<file path="config.mk">
export PLATFORM = sky130hd
export DESIGN_NAME = gpb_top
export DESIGN_NICKNAME = d
export VERILOG_FILES = /design/src/rtl/gpb_pkg.sv /design/src/rtl/gpb_top.sv /design/src/rtl/gpb_pin.sv /design/src/rtl/gpb_change.sv
export VERILOG_INCLUDE_DIRS = /design/src /design/src/rtl
export SDC_FILE = /design/constraint.sdc
export NUM_CORES = 1
export LEC_CHECK = 0
export ABC_AREA = 0
export BUFFER_PORTS_ARGS = -buffer_cell sky130_fd_sc_hd__buf_2
export CAP_MARGIN = 5
export CORE_MARGIN = 1.5
export CORE_UTILIZATION = 35
export CTS_BUF_LIST = sky130_fd_sc_hd__clkbuf_2
export DETAILED_ROUTE_END_ITERATION = 6
export SETUP_SLACK_MARGIN = 0.4
export SYNTH_ARGS = -nofsm -noshare
export SYNTH_HDL_FRONTEND = slang
export SYNTH_SLANG_ARGS = --single-unit
</file>
<file path="constraint.sdc">
create_clock -name clock_i -period 7.8 [get_ports clock_i]
set_input_delay 1.95 -clock clock_i [delete_from_list [all_inputs] [get_ports clock_i]]
set_output_delay 1.95 -clock clock_i [all_outputs]
set_load 0.02 [all_outputs]
</file>
<file path="src/rtl/gpb_cfg.svh">
// constants for the eight-bit bidirectional port
`ifndef GPB_CFG_SVH
`define GPB_CFG_SVH
// register indices, byte address is four times the index
`define GPB_IDX_DATA   10'h006
`define GPB_IDX_OPTION 10'h081
`define GPB_IDX_DIR    10'h086
`define GPB_IDX_MODE   10'h00a
`define GPB_IDX_STAT   10'h00b
`define GPB_IDX_BITOP  10'h00c
// reset values
`define GPB_DIR_RST    8'hff
`define GPB_OPT_RST    8'hff
`define GPB_LATCH_RST  8'h00
`define GPB_MODE_RST   8'h00
`define GPB_OLD_RST    4'h0
`define GPB_ZERO8      8'h00
`define GPB_ZERO32     32'h0000_0000
// field positions
`define GPB_OPT_PU_N   7
`define GPB_OPT_EDGE   6
`define GPB_MODE_EXT   0
`define GPB_STAT_FLAG  0
`define GPB_STAT_MISM  1
`define GPB_BITOP_VAL  3
`define GPB_BITOP_MSB  2
`define GPB_EXT_BIT    0
`define GPB_CHG_LSB    4
`define GPB_CLK_BIT    6
`define GPB_DAT_BIT    7
`endif

</file>
<file path="src/rtl/gpb_pkg.sv">
// types for the eight-bit bidirectional port
package gpb_pkg;
    typedef enum logic [2:0] {
        GPB_SEL_NONE   = 3'b000,
        GPB_SEL_DATA   = 3'b001,
        GPB_SEL_OPTION = 3'b010,
        GPB_SEL_DIR    = 3'b011,
        GPB_SEL_MODE   = 3'b100,
        GPB_SEL_STAT   = 3'b101,
        GPB_SEL_BITOP  = 3'b110
    } gpb_sel_t;
endpackage

</file>
<file path="src/rtl/gpb_top.sv">
// eight-bit bidirectional port with apb register access
//
// Implementation choice: the APB slave port.
`timescale 1ns/1ns
`include "gpb_cfg.svh"
module gpb_top
    import gpb_pkg::*;
(
    input  wire logic        clock_i,
    input  wire logic        rst_i,
    input  wire logic        soft_rst_i,
    // apb slave
    input  wire logic        psel_i,
    input  wire logic        penable_i,
    input  wire logic        pwrite_i,
    input  wire logic [11:0] paddr_i,
    input  wire logic [31:0] pwdata_i,
    output logic [31:0]      prdata_o,
    output logic             pready_o,
    output logic             pslverr_o,
    // pins
    input  wire logic [7:0]  pin_i,
    output logic [7:0]       pin_o,
    output logic [7:0]       pin_oe_n_o,
    output logic [7:0]       pullup_o,
    output logic [7:0]       schmitt_sel_o,
    // alternate functions
    output logic             ext_interrupt_pin_o,
    output logic             ext_int_edge_select_o,
    input  wire logic        prog_mode_i,
    output logic             prog_clock_pin_o,
    output logic             prog_data_pin_o,
    input  wire logic        prog_data_out_i,
    input  wire logic        prog_data_oe_i,
    output logic             port_change_flag_o
);

    // ****************************************
    // state
    // ****************************************
    logic [7:0]  pins_q;
    logic [7:0]  latch_q;
    logic [7:0]  latch_d;
    logic [7:0]  dir_q;
    logic [7:0]  dir_d;
    logic [7:0]  opt_q;
    logic [7:0]  opt_d;
    logic [7:0]  mode_q;
    logic [7:0]  mode_d;
    logic [7:0]  hyst_q;
    logic [7:0]  hyst_d;
    logic        ext_q;
    logic        pclk_q;
    logic        pdat_q;
    logic        edge_q;

    logic        rdy_q;
    logic        rdy_d;
    logic        err_q;
    logic        err_d;
    logic [31:0] rdata_q;
    logic [31:0] rdata_d;

    logic        access;
    logic        first;
    logic        commit;
    logic        wr_commit;
    logic        rd_first;
    gpb_sel_t    sel;
    logic [7:0]  rd_val;
    logic [7:0]  rmw_val;
    logic        snap;
    logic        clr_flag;
    logic        mism;
    logic        flag;

    // ****************************************
    // address decode
    // ****************************************
    always_comb begin
        unique case (paddr_i[11:2])
            `GPB_IDX_DATA:   sel = GPB_SEL_DATA;
            `GPB_IDX_OPTION: sel = GPB_SEL_OPTION;
            `GPB_IDX_DIR:    sel = GPB_SEL_DIR;
            `GPB_IDX_MODE:   sel = GPB_SEL_MODE;
            `GPB_IDX_STAT:   sel = GPB_SEL_STAT;
            `GPB_IDX_BITOP:  sel = GPB_SEL_BITOP;
            default:         sel = GPB_SEL_NONE;
        endcase
    end

    // ****************************************
    // apb handshake
    // ****************************************
    // access phase takes two cycles; data taken at the first
    // access edge, writes land at the closing edge
    always_comb begin
        access    = psel_i & penable_i;
        first     = access & ~rdy_q;
        commit    = access & rdy_q;
        wr_commit = commit & pwrite_i & (sel != GPB_SEL_NONE);
        rd_first  = first & ~pwrite_i;
        rdy_d     = first;
        err_d     = first & (sel == GPB_SEL_NONE);
        rdata_d   = rdata_q;
        if (rd_first) begin
            rdata_d = {24'h00_0000, rd_val};
        end
    end

    always_ff @(posedge clock_i or posedge rst_i) begin
        if (rst_i) begin
            rdy_q   <= 1'b0;
            err_q   <= 1'b0;
            rdata_q <= `GPB_ZERO32;
        end else begin
            rdy_q   <= rdy_d;
            err_q   <= err_d;
            rdata_q <= rdata_d;
        end
    end

    // ****************************************
    // read mux
    // ****************************************
    always_comb begin
        rd_val = `GPB_ZERO8;
        unique case (sel)
            GPB_SEL_DATA:   rd_val = pins_q;
            GPB_SEL_OPTION: rd_val = opt_q;
            GPB_SEL_DIR:    rd_val = dir_q;
            GPB_SEL_MODE:   rd_val = mode_q;
            GPB_SEL_STAT: begin
                rd_val[`GPB_STAT_FLAG] = flag;
                rd_val[`GPB_STAT_MISM] = mism;
            end
            GPB_SEL_BITOP:  rd_val = `GPB_ZERO8;
            GPB_SEL_NONE:   rd_val = `GPB_ZERO8;
            default:        rd_val = `GPB_ZERO8;
        endcase
    end

    // ****************************************
    // pin sampling
    // ****************************************
    // pins are sampled every cycle; a read returns the level
    // taken before the access, so a read straight after a
    // write may still see the old level
    always_ff @(posedge clock_i or posedge rst_i) begin
        if (rst_i) begin
            pins_q <= `GPB_ZERO8;
        end else begin
            pins_q <= pin_i;
        end
    end

    // ****************************************
    // read-modify-write and register writes
    // ****************************************
    always_comb begin
        // bit set/clear starts from all eight pin levels, so
        // input bits take the level seen on their pins
        rmw_val = pins_q;
        rmw_val[pwdata_i[`GPB_BITOP_MSB:0]] =
            pwdata_i[`GPB_BITOP_VAL];
    end

    always_comb begin
        latch_d = latch_q;
        dir_d   = dir_q;
        opt_d   = opt_q;
        mode_d  = mode_q;
        if (soft_rst_i) begin
            dir_d  = `GPB_DIR_RST;
            opt_d  = `GPB_OPT_RST;
            mode_d = `GPB_MODE_RST;
        end else if (wr_commit) begin
            unique case (sel)
                GPB_SEL_DATA:   latch_d = pwdata_i[7:0];
                GPB_SEL_BITOP:  latch_d = rmw_val;
                GPB_SEL_DIR:    dir_d   = pwdata_i[7:0];
                GPB_SEL_OPTION: opt_d   = pwdata_i[7:0];
                GPB_SEL_MODE:   mode_d  = pwdata_i[7:0];
                GPB_SEL_STAT:   latch_d = latch_q;
                GPB_SEL_NONE:   latch_d = latch_q;
                default:        latch_d = latch_q;
            endcase
        end
    end

    always_ff @(posedge clock_i or posedge rst_i) begin
        if (rst_i) begin
            latch_q <= `GPB_LATCH_RST;
            dir_q   <= `GPB_DIR_RST;
            opt_q   <= `GPB_OPT_RST;
            mode_q  <= `GPB_MODE_RST;
        end else begin
            latch_q <= latch_d;
            dir_q   <= dir_d;
            opt_q   <= opt_d;
            mode_q  <= mode_d;
        end
    end

    // ****************************************
    // change detection
    // ****************************************
    always_comb begin
        // a data read snaps at the sampling edge, a data write
        // or bit operation at its closing edge
        snap = (rd_first & (sel == GPB_SEL_DATA)) |
               (wr_commit & (sel == GPB_SEL_DATA)) |
               (wr_commit & (sel == GPB_SEL_BITOP));
        clr_flag = wr_commit & (sel == GPB_SEL_STAT) &
                   pwdata_i[`GPB_STAT_FLAG];
    end

    gpb_change u_change (
        .clock_i    (clock_i),
        .rst_i      (rst_i),
        .pins_i     (pins_q[7:`GPB_CHG_LSB]),
        .dir_in_i   (dir_q[7:`GPB_CHG_LSB]),
        .snap_i     (snap),
        .clear_i    (clr_flag),
        .mismatch_o (mism),
        .flag_o     (flag)
    );

    // ****************************************
    // pin cells
    // ****************************************
    genvar gi;
    generate
        for (gi = 0; gi < 8; gi = gi + 1) begin : g_pin
            gpb_pin u_pin (
                .clock_i    (clock_i),
                .rst_i      (rst_i),
                .latch_i    (latch_q[gi]),
                .dir_in_i   (dir_q[gi]),
                .pu_on_i    (~opt_q[`GPB_OPT_PU_N]),
                .alt_en_i   (prog_mode_i &
                             (gi == `GPB_DAT_BIT)),
                .alt_out_i  (prog_data_out_i),
                .alt_oe_i   (prog_data_oe_i),
                .pin_o      (pin_o[gi]),
                .pin_oe_n_o (pin_oe_n_o[gi]),
                .pullup_o   (pullup_o[gi])
            );
        end
    endgenerate

    // ****************************************
    // alternate functions and input buffer select
    // ****************************************
    always_comb begin
        hyst_d = `GPB_ZERO8;
        hyst_d[`GPB_EXT_BIT] = mode_q[`GPB_MODE_EXT];
        hyst_d[`GPB_CLK_BIT] = prog_mode_i;
        hyst_d[`GPB_DAT_BIT] = prog_mode_i;
    end

    always_ff @(posedge clock_i or posedge rst_i) begin
        if (rst_i) begin
            hyst_q <= `GPB_ZERO8;
            ext_q  <= 1'b0;
            pclk_q <= 1'b0;
            pdat_q <= 1'b0;
            edge_q <= 1'b1;
        end else begin
            hyst_q <= hyst_d;
            ext_q  <= pins_q[`GPB_EXT_BIT];
            pclk_q <= pins_q[`GPB_CLK_BIT];
            pdat_q <= pins_q[`GPB_DAT_BIT];
            edge_q <= opt_q[`GPB_OPT_EDGE];
        end
    end

    // ****************************************
    // outputs
    // ****************************************
    assign prdata_o              = rdata_q;
    assign pready_o              = rdy_q;
    assign pslverr_o             = err_q;
    assign schmitt_sel_o         = hyst_q;
    assign ext_interrupt_pin_o   = ext_q;
    assign ext_int_edge_select_o = edge_q;
    assign prog_clock_pin_o      = pclk_q;
    assign prog_data_pin_o       = pdat_q;
    assign port_change_flag_o    = flag;

endmodule

</file>
<file path="src/rtl/gpb_pin.sv">
// one pin cell: driver, enable and pull-up
`timescale 1ns/1ns
module gpb_pin (
    input  wire logic clock_i,
    input  wire logic rst_i,
    input  wire logic latch_i,
    input  wire logic dir_in_i,
    input  wire logic pu_on_i,
    input  wire logic alt_en_i,
    input  wire logic alt_out_i,
    input  wire logic alt_oe_i,
    output logic      pin_o,
    output logic      pin_oe_n_o,
    output logic      pullup_o
);
    logic pin_q;
    logic pin_d;
    logic oe_n_q;
    logic oe_n_d;
    logic pu_q;
    logic pu_d;

    always_comb begin
        if (alt_en_i) begin
            pin_d  = alt_out_i;
            oe_n_d = ~alt_oe_i;
        end else begin
            pin_d  = latch_i;
            oe_n_d = dir_in_i;
        end
        // pull-up off whenever the cell drives, alternate drive too
        pu_d = pu_on_i & oe_n_d;
    end

    always_ff @(posedge clock_i or posedge rst_i) begin
        if (rst_i) begin
            pin_q  <= 1'b0;
            oe_n_q <= 1'b1;
            pu_q   <= 1'b0;
        end else begin
            pin_q  <= pin_d;
            oe_n_q <= oe_n_d;
            pu_q   <= pu_d;
        end
    end

    assign pin_o      = pin_q;
    assign pin_oe_n_o = oe_n_q;
    assign pullup_o   = pu_q;
endmodule

</file>
<file path="src/rtl/gpb_change.sv">
// change detection on the upper four port bits
`timescale 1ns/1ns
module gpb_change (
    input  wire logic       clock_i,
    input  wire logic       rst_i,
    input  wire logic [3:0] pins_i,
    input  wire logic [3:0] dir_in_i,
    input  wire logic       snap_i,
    input  wire logic       clear_i,
    output logic            mismatch_o,
    output logic            flag_o
);
    logic [3:0] old_q;
    logic [3:0] old_d;
    logic       flag_q;
    logic       flag_d;
    logic       mism;

    always_comb begin
        mism  = |((pins_i ^ old_q) & dir_in_i);
        old_d = snap_i ? pins_i : old_q;
        // a live mismatch sets the flag even against a clear
        flag_d = mism | (flag_q & ~clear_i);
    end

    always_ff @(posedge clock_i or posedge rst_i) begin
        if (rst_i) begin
            old_q  <= `GPB_OLD_RST;
            flag_q <= 1'b0;
        end else begin
            old_q  <= old_d;
            flag_q <= flag_d;
        end
    end

    assign mismatch_o = mism;
    assign flag_o     = flag_q;
endmodule

</file>
---- Word-level counts from Yosys, hierarchy flattened ----
Cells that the tools add are included.
operators by class
  magnitude comparators ................... 2
  equal/unequal tests ..................... 12
  mux-type cells .......................... 18
  bitwise gates (word level) .............. 32
  reductions and logical operators ........ 13
operators with widths
  operator                                                           number
  2-to-1 mux 8 bit                                                   9
  equality test 10 x 4 -> 1 bit, second input constant               3
  one-hot mux 6 bit (4 select lines)                                 1
  bitwise AND 1 bit                                                  21
  equality test 10 x 8 -> 1 bit, second input constant               2
  one-hot mux 3 bit (6 select lines)                                 1
  one-hot mux 8 bit (2 select lines)                                 1
  equality test 10 x 3 -> 1 bit, second input constant               1
  one-hot mux 2 bit (5 select lines)                                 1
  nonzero test 2 bit                                                 5
  equality test 3 bit, second input constant                         3
  bitwise mux 8 bit                                                  1
  equality test 3 x 2 -> 1 bit, second input constant                2
  inverter 1 bit                                                     6
  AND reduction 2 bit                                                3
  bitwise AND 4 bit                                                  1
  < comparator 3 x 4 -> 1 bit, second input constant                 1
  OR reduction 4 bit                                                 1
  bitwise XOR 4 bit                                                  1
  demux 1 bit (select 3 bit)                                         1
  equality test 3 x 1 -> 1 bit, second input constant                1
  greater-or-equal comparator 3 x 1 -> 1 bit, second input constant  1
  logical NOT 3 bit                                                  1
  2-to-1 mux 1 bit                                                   3
  4 further kinds                                                    6
storage, ports and cells
  register bits after elaboration ......... 85
  output and inout bits ................... 71
  logic and storage cells ................. 116

---- Depth between registers and ports, before layout ----
Gate-level depths: netlist of run 1.
  word-level depth ........................ 9
  depth in mapped cells ................... 6

---- Hierarchy ----
Synthesis of run 1 repeated with hierarchy kept, for this count alone.
second synthesis, totals
  cells, all modules ...................... 380
  area, all modules ....................... 4212.8 um2
by module, submodules not included
  module      times used  cells each  area an instance (um2)  seq. area each (um2)
  gpb_top     1           289         2932.8                  1422.6
  gpb_pin     8           9           130.1                   76.3
  gpb_change  1           19          239.0                   125.1

---- Worst setup path after synthesis of run 1 ----
OpenSTA, ideal clock, no wires.
  path type ............................... input to register
  from .................................... in paddr_i[3]
  to ...................................... reg latch_q[4]
  setup time .............................. 0.125 ns
  arrival ................................. 3.283 ns
  slack ................................... 4.392 ns
  cell stages on the path ................. 6
  path buffers ............................ 2
  cells stage by stage .................... buf_2 > nor3b_2 > and4_4 > buf_4 > mux2_2 > mux2_2
on the way
  word-level cells in the longest chain between the ends .. 5
  elaborated cells between the ends (all ways) .. 14
  classes of those cells .................. eq/ne (8); mux (2); bitwise (1); reduce/logical (3)
ends and longest elaborated chain
  item                                                                      RTL line        RTL
  start, declared                                                           gpb_top.sv:16   input wire logic [11:0] paddr_i,
  equality test 10 x 4 -> 1 bit, or another cell as far along               gpb_top.sv:81   unique case (paddr_i[11:2])
  one-hot mux 3 bit (6 select lines) *                                      gpb_top.sv:81
  equality test 3 x 1 -> 1 bit, or another cell as far along                gpb_top.sv:178  unique case (sel)
  nonzero test 2 bit (no source line) or bitwise AND 1 bit (tied branches)  n/a
  AND reduction 3 bit (no source line)                                      n/a
  end signal, assigned                                                      gpb_top.sv:193  latch_q <= `GPB_LATCH_RST;
  end signal, assigned                                                      gpb_top.sv:198  latch_q <= latch_d;
  end, declared                                                             gpb_top.sv:42   logic [7:0] latch_q;
Every way passes the cells marked *; elsewhere a longest branch is shown, timed or not.
A chain may end at the register's enable or synchronous reset.

---- Final worst setup path of run 1 ----
  from .................................... in paddr_i[11]
  to ...................................... reg dir_q[6]
on the way
  word-level cells in the longest chain between the ends .. 6
  elaborated cells between the ends (all ways) .. 13
  classes of those cells .................. eq/ne (7); mux (1); bitwise (1); reduce/logical (4)
ends and longest elaborated chain
  item                                                         RTL line        RTL
  equality test 10 x 4 -> 1 bit, or another cell as far along  gpb_top.sv:81
  one-hot mux 3 bit (6 select lines) *                         gpb_top.sv:81
  nonzero test 3 bit                                           gpb_top.sv:101  wr_commit = commit & pwrite_i & (sel != GPB_SEL_NONE);
  bitwise AND 1 bit                                            gpb_top.sv:101
  nonzero test 2 bit (no source line)                          n/a
  AND reduction 2 bit (no source line) *                       n/a
  end signal, assigned                                         gpb_top.sv:194  dir_q <= `GPB_DIR_RST;
  end signal, assigned                                         gpb_top.sv:199  dir_q <= dir_d;
  end, declared                                                gpb_top.sv:44   logic [7:0] dir_q;
Marks and branches as above.

==> results of run 1 <==
-- sequential cells by signal (all words and copies together), names as in the netlist, 2 cells and up --
name,count
g_pin.u_pin.pin_oe_n_o,8
schmitt_sel_o,2
dir_q,8
prdata_o,8
mode_q,8
latch_q,8
g_pin.u_pin.pin_o,8
pins_q,8
u_change.old_q,4
opt_q,8
g_pin.u_pin.pullup_o,8
-- final timing paths --
check                                               endpoint  slack, ns
setup / recovery                        dir_q[6]$_DFFE_PP1P_       4.29
setup reg to reg                        dir_q[6]$_DFFE_PP1P_       5.55
hold / removal               ext_int_edge_select_o$_DFF_PP1_       0.39
hold reg to reg              ext_int_edge_select_o$_DFF_PP1_       0.39
min in group asynchronous  g_pin[2].u_pin.pullup_o$_DFF_PP0_       1.61
max in group asynchronous         prog_clock_pin_o$_DFF_PP0_       5.49
-- metal layers --
layer	up-vias	part of all wire (%)	wire, um	track usage [%]
met2	109	48	4350	23.0
li1	1311	-	-	-
met5	-	0	0	0
met1	1363	43	3880	19.7
met3	18	5.8	520	3.43
met4	0	2.9	260	7.59
-- critical path, cell delays in order --
cell,delay [ns]
buf_2,0.10
nor3_1,0.41
and3_1,0.79
nand2_1,0.41
a211o_1,0.39
-- cells in the mapped netlist, drive strengths merged (3+ instances only) --
cell type	count
a211o	16
a21oi	13
a221oi	6
and2	3
and3	18
buf	63
clkbuf	11
dfrtp	60
dfstp	25
mux2	17
mux2i	9
nand2	13
nand3	13
nand3b	4
nand4bb	4
nor2	19
nor2b	10
nor3	3
nor3b	6
o21ai	19
xor2	5
-- metrics by stage --
step,cells,util [%]
3_3_place_gp,541,37.6
6_report,557,38.7
5_1_grt,557,38.7
4_1_cts,557,38.7
2_1_floorplan,395,-
3_5_place_dp,541,37.6
-- power breakdown --
group	leakage [nW]	internal [W]	switching [W]	total (W)
Combinational	0.954	0.0000197	0.0000496	0.0000693
Clock	0.0793	0.0000794	0.000165	0.000245
Sequential	1.07	0.000447	0.00000355	0.000451
Total	2.10	0.000546	0.000218	0.000765
-- logic make-up (layout without fill, tap and decap cells) --
group                     count (synthesis)  count (layout)  share of synthesized area [%]
AOI/OAI and AO/OA                        73              73                           12.8
xor gates and xnor gates                  5               5                           1.06
buffers and inverters                    76              95                           12.3
DFF                                      85              85                           52.5
muxes                                    26              26                           6.85
other                                     1              29                         0.0912
and+or+nand+nor                         101             101                           14.5
-- layout make-up --
type	instances	area [um2]	area share, %
timing repair buffer	77	388	8.79
sequential	85	2160	48.9
multi-input combinational	234	1560	35.2
clock buffer	9	45.0	1.02
inverter	2	8.76	0.198
tap	143	179	4.05
clock inverter	7	80.1	1.81
==> metrics.cfg, run 1 <==
[run_status]
status=finished, final reports clean

[drt]
ant_nets=0
first_pass_iters=4
via_per_inst=5.03
routed_wl_um=9010
drcViolationCount=0
vias=2801
drtIter0Drc=169
wire_per_inst_um=16.2

[critical_path]
worst-r2r-cell-count=4
crit_path_end_kind=register
r2r-start=pready_o$_DFF_PP0_
critPathMaxFanout=26
cp.arrival_ns=4.06
critPathKind=in -> reg
startpoint=paddr_i[11]
critical_path_required_ns=8.35
start_kind=primary input

[clock_network]
cts_resized=0
cts.sinks=85
cts_buffers=9
path_clk_slew_ns=0.24
clock_path_buffers=2
cts_htree_levels=3
cts-root-buf=clkbuf_2
cts_tree=done
clock_latency_ns=0.60
cts_setup_buffers=0
ctsHoldBuffers=0

[sta]
layout_min_cycle_time_ns=3.51
setup_slack_ns=4.29
rsz0062_at_grt=false
skew_ns=0.0377
relSlewSlack_pct=30.3
setup_violations=0
hold_violations=0
drv_slew=0
max_freq_mhz=285
fin_setup_tns_ns=0
hold_slack_ns=0.386
tightest_slew_ns=1.05
min_period_over_period_pct=45.0

[synthesis]
yosysWarnings=0
synthTopCellsByArea=dfrtp_1 (37%), dfstp_2 (16%), buf_4 (10%), mux2_2 (4.7%), a211o_1 (3.4%)
synth-edff-count=0
seq_area_frac_synth_pct=52.5
synth_top_area_cell=dfrtp_1
synth.cell_area_um2=4110
syn_area_per_cell_um2=11.2
dominantRegCellSynth=dfrtp_1
syn_inst=367
synth-async-reset-ratio_pct=100
synth_top_area_share_pct=36.5
ys_seq_elements=85
synth.distinct_cells=50

[cells_and_area]
mostFrequentLayoutCell=buf_2
area_growth_pct=7.33
drive_gt1_share_pct=35.7
n_antenna_cell=0
final_cell_mix=buf_2 (76), dfrtp_1 (60), conb_1 (29)
fin_area_um2=4410
nets=470
nFillCells=1146

[global_routing]
grt_pass1_vias=2664
grt-ovfl-total=0
grt_pass1_wl_um=14400
antenna_found_initial=0
grt_max_degree=86
grt.total_usage_pct=14.9

[placement]
dpl.hpwl_um=6390
gp_congestion=0.832
dpl_cell_area_um2=4290
place_ws_ns=3.70
portBuffers=76

[pwr]
powerDensity_nw_per_um2=173
report.power.total_w=0.000765
p_leak_nw=2.10
ir_drop_uv=80.5

[floorplanning]
fp-row-count=39
die_w_um=111
die_height_um=111
io_pins=132
start_util_pct=36.0
core-area_um2=11400
dieArea_um2=12400

[worst_hold_path]
holdCritPathClass=reg -> reg
hold_depth=0
hp-start=opt_q[6]$_DFFE_PP1P_

[run]
maxCapViolCount=0

Note: power is estimated with default switching activity, not from simulation.
==> inputs of run 2 (changes only) <==
==> constraint.sdc (replaced) <==
create_clock -name clock_i -period 2.8 [get_ports clock_i]
set_input_delay 0.7 -clock clock_i [delete_from_list [all_inputs] [get_ports clock_i]]
set_output_delay 0.7 -clock clock_i [all_outputs]
set_load 0.02 [all_outputs]
==> run 2 against run 1 <==
  * Die area stayed put
  * Via count grew 0.32%
  * Critical endpoint is now latch_q[5]$_DFFE_PP0P_
  * Clock skew down 0.013 ns
  * Sequential share of layout area shrank 0.60 points
  * Non-clock buffer count is 9 higher
  * Setup slack worse by 3.5 ns
  * Sequential cell count unchanged
  * Largest power group unchanged
==> metrics.cfg, run 2 (synthesis gave the netlist of run 1 again) <==
[pwr]
p_leak_nw=2.13
powerDensity_nw_per_um2=447
report.power.total_w=0.00200
ir_drop_uv=175

[global_routing]
grt_pass1_wl_um=14800
grt.total_usage_pct=15.2
grt-ovfl-total=0
antenna_found_initial=0
grt_max_degree=32
grt_pass1_vias=2739

[clock_network]
clock_latency_ns=0.54
cts_resized=0
cts_buffers=9
cts-root-buf=clkbuf_2
clock_path_buffers=2
cts_htree_levels=3
cts.sinks=85
cts_setup_buffers=0
path_clk_slew_ns=0.23
ctsHoldBuffers=0
cts_tree=done

[cells_and_area]
area_growth_pct=8.67
n_antenna_cell=0
nets=479
final_cell_mix=buf_2 (76), dfrtp_1 (60), conb_1 (29)
mostFrequentLayoutCell=buf_2
fin_area_um2=4470
drive_gt1_share_pct=37.1
instances_no_fill=566

[sta]
relSlewSlack_pct=53.1
setup_violations=0
fin_setup_tns_ns=0
skew_ns=0.0248
drv_slew=0
rsz0062_at_grt=false
layout_min_cycle_time_ns=1.98
max_freq_mhz=505
min_period_over_period_pct=70.7
tightest_slew_ns=0.702
setup_slack_ns=0.820
hold_violations=0

[floorplanning]
start_util_pct=36.0
io_pins=132
fp-row-count=39
dieArea_um2=12400
die_w_um=111
die_height_um=111
core-area_um2=11400

[run]
maxCapViolCount=0

[placement]
portBuffers=76
dpl.cell_count=550
dpl_cell_area_um2=4380
place_ws_ns=0.327
gp_congestion=0.853
dpl.hpwl_um=6610

[critical_path]
cpMaxStageDelayCell=nor2_1
critical_path_required_ns=3.24
cp.arrival_ns=2.42
critPathKind=in -> reg
start_kind=primary input
critPathMaxFanout=7
crit_path_end_kind=register
crit_path_max_incr_delay_ns=0.43
cp_cell_sequence=buf_2, nor3_1, nand3_1, nor2_1, mux2_2

[drt]
first_pass_iters=4
wire_per_inst_um=16.0
ant_nets=0
routed_wl_um=9040
drtIter0Drc=142
drcViolationCount=0
vias=2810
via_per_inst=4.96

[run_status]
status=finished, final reports clean

[worst_hold_path]
holdCritPathClass=in -> async

-- run 2: cell types whose count changed in the layout (fill, tap and decap cells not counted), sizes merged --
| cell | previous run | this run |
|---|---|---|
| bufinv | 1 | 0 |
| clkinv | 3 | 2 |
| buf | 77 | 86 |
| inv | 5 | 1 |
| clkbuf | 9 | 12 |
| clkinvlp | 0 | 3 |
-- run 2: cell type report --
class                   count  area [um2]
clock buffers              12        60.1
clock inverters             4        25.0
fillers                  1157        6950
inverters                   2        11.3
multi-input cells         234        1560
flip-flops and latches     85        2160
well taps                 143         179
repair buffers             86         480
-- run 2: per-stage QoR --
| stage | utilization (%) | hold WS [ns] |
|---|---|---|
| global route | 39.1 | 0.180 |
| finish | 39.1 | 0.219 |
| floorplan | - | 0.348 |
| CTS | 39.1 | 0.208 |
| global placement | 38.4 | 0.369 |
| detailed placement | 38.4 | 0.360 |
-- run 2: path summary, 6_finish.rpt --
| path | cells after the start | slack [ns] | start | to |
|---|---|---|---|---|
| max reg2reg | 4 | 0.89 | pready_o$_DFF_PP0_ | latch_q[5]$_DFFE_PP0P_ |
| max | 5 | 0.82 | paddr_i[11] | latch_q[5]$_DFFE_PP0P_ |
| min in group clock_i | 1 | 0.23 | pin_i[6] | pins_q[6]$_DFF_PP0_ |
| min | 2 | 0.22 | rst_i | g_pin[2].u_pin.pullup_o$_DFF_PP0_ |
| max in group asynchronous | 3 | 1.90 | rst_i | dir_q[2]$_DFFE_PP1P_ |
| min reg2reg | 0 | 0.37 | dir_q[2]$_DFFE_PP1P_ | g_pin[2].u_pin.pin_oe_n_o$_DFF_PP1_ |
-- run 2: power by group --
part           switching, W  leakage, nW  total [W]  internal (W)
Combinational      0.000140         1.00   0.000203     0.0000628
Sequential       0.00000956         1.07    0.00125       0.00124
Clock              0.000415       0.0580   0.000539      0.000124
Total              0.000564         2.13    0.00200       0.00143
-- run 2: per-layer routing --
metal | share of wire [%] | track usage (%) | wire [um] | up-vias
met2 | 49 | 24.0 | 4410 | 87
met1 | 45 | 20.6 | 4060 | 1388
met5 | 0 | 0 | 0 | -
li1 | - | - | - | 1326
met3 | 4.7 | 3.38 | 424 | 9
met4 | 1.6 | 5.74 | 145 | 0
-- run 2: critical path, delay by kind of cell --
| family | cells | cell delay, ns |
|---|---|---|
| simple gates | 3 | 1.23 |
| buf+inv | 1 | 0.09 |
| mux | 1 | 0.38 |
==> inputs of run 3 (changes only) <==
--- a/config.mk
+++ b/config.mk
@@ -6,7 +6,7 @@
 export SDC_FILE = /design/constraint.sdc
 export NUM_CORES = 1
 export LEC_CHECK = 0
-export ABC_AREA = 0
+export ABC_AREA = 1
 export BUFFER_PORTS_ARGS = -buffer_cell sky130_fd_sc_hd__buf_2
 export CAP_MARGIN = 5
 export CORE_MARGIN = 1.5
==> constraint.sdc (replaced) <==
create_clock -name clock_i -period 1.9 [get_ports clock_i]
set_input_delay 0.475 -clock clock_i [delete_from_list [all_inputs] [get_ports clock_i]]
set_output_delay 0.475 -clock clock_i [all_outputs]
set_load 0.02 [all_outputs]
==> run 3 against run 2 <==
  * The flow now finishes with violations (design-rule violations)
  * Worst hold slack lost 0.17 ns
  * Sequential cell count stayed put
  * Register-to-register slack got worse by 0.42 ns
  * Clock skew increased by 0.0051 ns
  * Cell area is 14% higher
  * Die area is 0.97% higher
  * Combinational power increased to 2.5 times the previous value
  * Critical endpoint is now pin_oe_n_o[1]
  * Largest cell class unchanged
==> metrics.cfg, run 3 <==
[run_status]
status=finished, violations left
violations=design-rule violations

[synthesis]
synth.distinct_cells=33
synth_common_cells=nand2_1 (115), dfrtp_1 (60), buf_4 (54)
synth-async-reset-ratio_pct=100
syn_inst=470
ys_seq_elements=85
seq_area_frac_synth_pct=52.0
synth-edff-count=0
synth_top_area_cell=dfrtp_1
dominantRegCellSynth=dfrtp_1
synthTopCellsByArea=dfrtp_1 (36%), dfstp_2 (16%), nand2_1 (10%), buf_4 (9.8%), inv_1 (4.6%)
syn_area_per_cell_um2=8.84
synth_top_area_share_pct=36.1
synth.most_common_cell=nand2_1
yosysWarnings=0
synth.cell_area_um2=4150

[cells_and_area]
fin_util_pct=44.4
mostFrequentLayoutCell=nand2_1
final_cell_mix=nand2_1 (109), dfrtp_1 (58), inv_1 (50)
n_antenna_cell=0
fin_area_um2=5110
area_growth_pct=23.0
drive_gt1_share_pct=32.2
nets=618

[clock_network]
path_clk_slew_ns=0.23
clock_latency_ns=0.54
cts_htree_levels=3
cts_tree=done
clock_path_buffers=2
cts-root-buf=clkbuf_2
cts_buffers=9
cts.sinks=85

[pwr]
p_sw_w=0.000978
powerDensity_nw_per_um2=692
power_frac_comb_pct=14.6
p_leak_nw=2.68
ir_drop_uv=244
netSwitchingFraction_pct=27.6
clkPwrFrac_pct=29.4
seq_power_share_pct=56.1
p_int_w=0.00256

[floorplanning]
die_height_um=112
io_pins=132
dieArea_um2=12500
die_w_um=112
fp-row-count=39
start_util_pct=36.1
core-area_um2=11500

[sta]
max_freq_mhz=592
rsz0062_at_grt=true
skew_ns=0.0299
hold_violations=0
layout_min_cycle_time_ns=1.69
fin_setup_tns_ns=0
drv_slew=0
min_period_over_period_pct=88.9
setup_violations=0

[critical_path]
crit_path_max_incr_delay_ns=0.58
critPathMaxFanout=1
critPathKind=reg -> out
cpMaxStageDelayCell=dfstp_2
cp_cell_sequence=buf_6
cp.arrival_ns=1.21
critical_path_required_ns=1.42
crit_family=flip-flops
crit_path_end_kind=primary output
start_kind=register
crit_buf_inv=1

[drt]
ant_nets=0
wire_per_inst_um=13.6
via_per_inst=4.55
vias=3211
routed_wl_um=9610
drcViolationCount=9
drtIter0Drc=169
first_pass_iters=7

[run]
maxCapViolCount=0

[placement]
dpl.hpwl_um=6960
portBuffers=76
dpl_cell_area_um2=4510
gp_congestion=0.830

[global_routing]
grt_pass1_vias=3076
antenna_found_initial=0
grt_max_degree=86
grt-ovfl-total=0
grt_pass1_wl_um=15600
grt.total_usage_pct=16.0

[worst_hold_path]
holdCritPathClass=in -> reg

run 3: cell count changes after synthesis, moves of 10 or more:
cell,previous run,this run
o21ai_2,0,10
o21ai_0,19,29
nor2_1,17,28
inv_1,2,51
o22ai_1,1,14
mux2_2,17,0
a211o_1,16,0
and3_1,18,0
nand2_1,12,115
a21oi_1,13,2
nand3_1,13,36
run 3: repair_timing:
action	4_1_cts	5_1_grt
hold buffers	6	3
pin swaps	0	4
resized for setup	84	10
endpoints found under the setup margin	42	59
setup buffers	6	4
hold endpoints to repair	9	3
run 3: final timing paths:
path                       slack [ns]                               to  cells past startpoint                           startpoint
min in group asynchronous        0.56       prog_clock_pin_o$_DFF_PP0_                      4                                rst_i
max in group asynchronous        0.95             opt_q[2]$_DFFE_PP1P_                      4                                rst_i
max reg2reg                      0.47          prdata_o[4]$_DFFE_PP0P_                      7                   pready_o$_DFF_PP0_
min reg2reg                      0.39  ext_int_edge_select_o$_DFF_PP1_                      0                 opt_q[6]$_DFFE_PP1P_
min                              0.05       schmitt_sel_o[6]$_DFF_PP0_                      1                          prog_mode_i
max                              0.21                    pin_oe_n_o[1]                      1  g_pin[1].u_pin.pin_oe_n_o$_DFF_PP1_
run 3: area by class of cell:
class,instances,area (um2)
clock inverter,5,76.3
timing repair buffer,108,918
fill,1156,6410
tap,143,179
inverter,54,209
clock buffer,11,55.1
sequential,85,2160
multi-input combinational,299,1510
run 3: power by group through the flow:
| stage | clock network (W) | logic (W) | registers, W |
|---|---|---|---|
| after floorplan | 0 | 0.000378 | 0.00200 |
| after global placement | 0 | 0.000444 | 0.00200 |
| after detailed placement | 0 | 0.000446 | 0.00200 |
| after CTS | 0.00108 | 0.000508 | 0.00199 |
| after global routing | 0.00114 | 0.000565 | 0.00200 |
| final | 0.00104 | 0.000515 | 0.00198 |
run 3: cell families after synthesis:
logic type / share of synthesized area, %
compound gates: 9.25
flops: 52.0
simple gates: 23.1
other cells: 0.0903
buf+inv: 15.6
run 3: through the flow:
step / hold WS [ns] / instances / setup WS (ns) / total power [W]
after floorplan: 0.354 / 498 / 0.226 / 0.00237
after global placement: 0.357 / 670 / 0.0344 / 0.00244
after detailed placement: 0.362 / 670 / 0.0213 / 0.00245
after CTS: 0.00941 / 698 / 0.158 / 0.00357
after global routing: 0.0103 / 705 / 0.143 / 0.00370
final: 0.0486 / 705 / 0.210 / 0.00354
run 3: layer usage:
| layer | track usage (%) | part of all wire [%] |
|---|---|---|
| met4 | 6.84 | 2.3 |
| met1 | 21.7 | 46 |
| met3 | 2.83 | 5.3 |
| met5 | 0 | 0 |
| met2 | 25.5 | 46 |
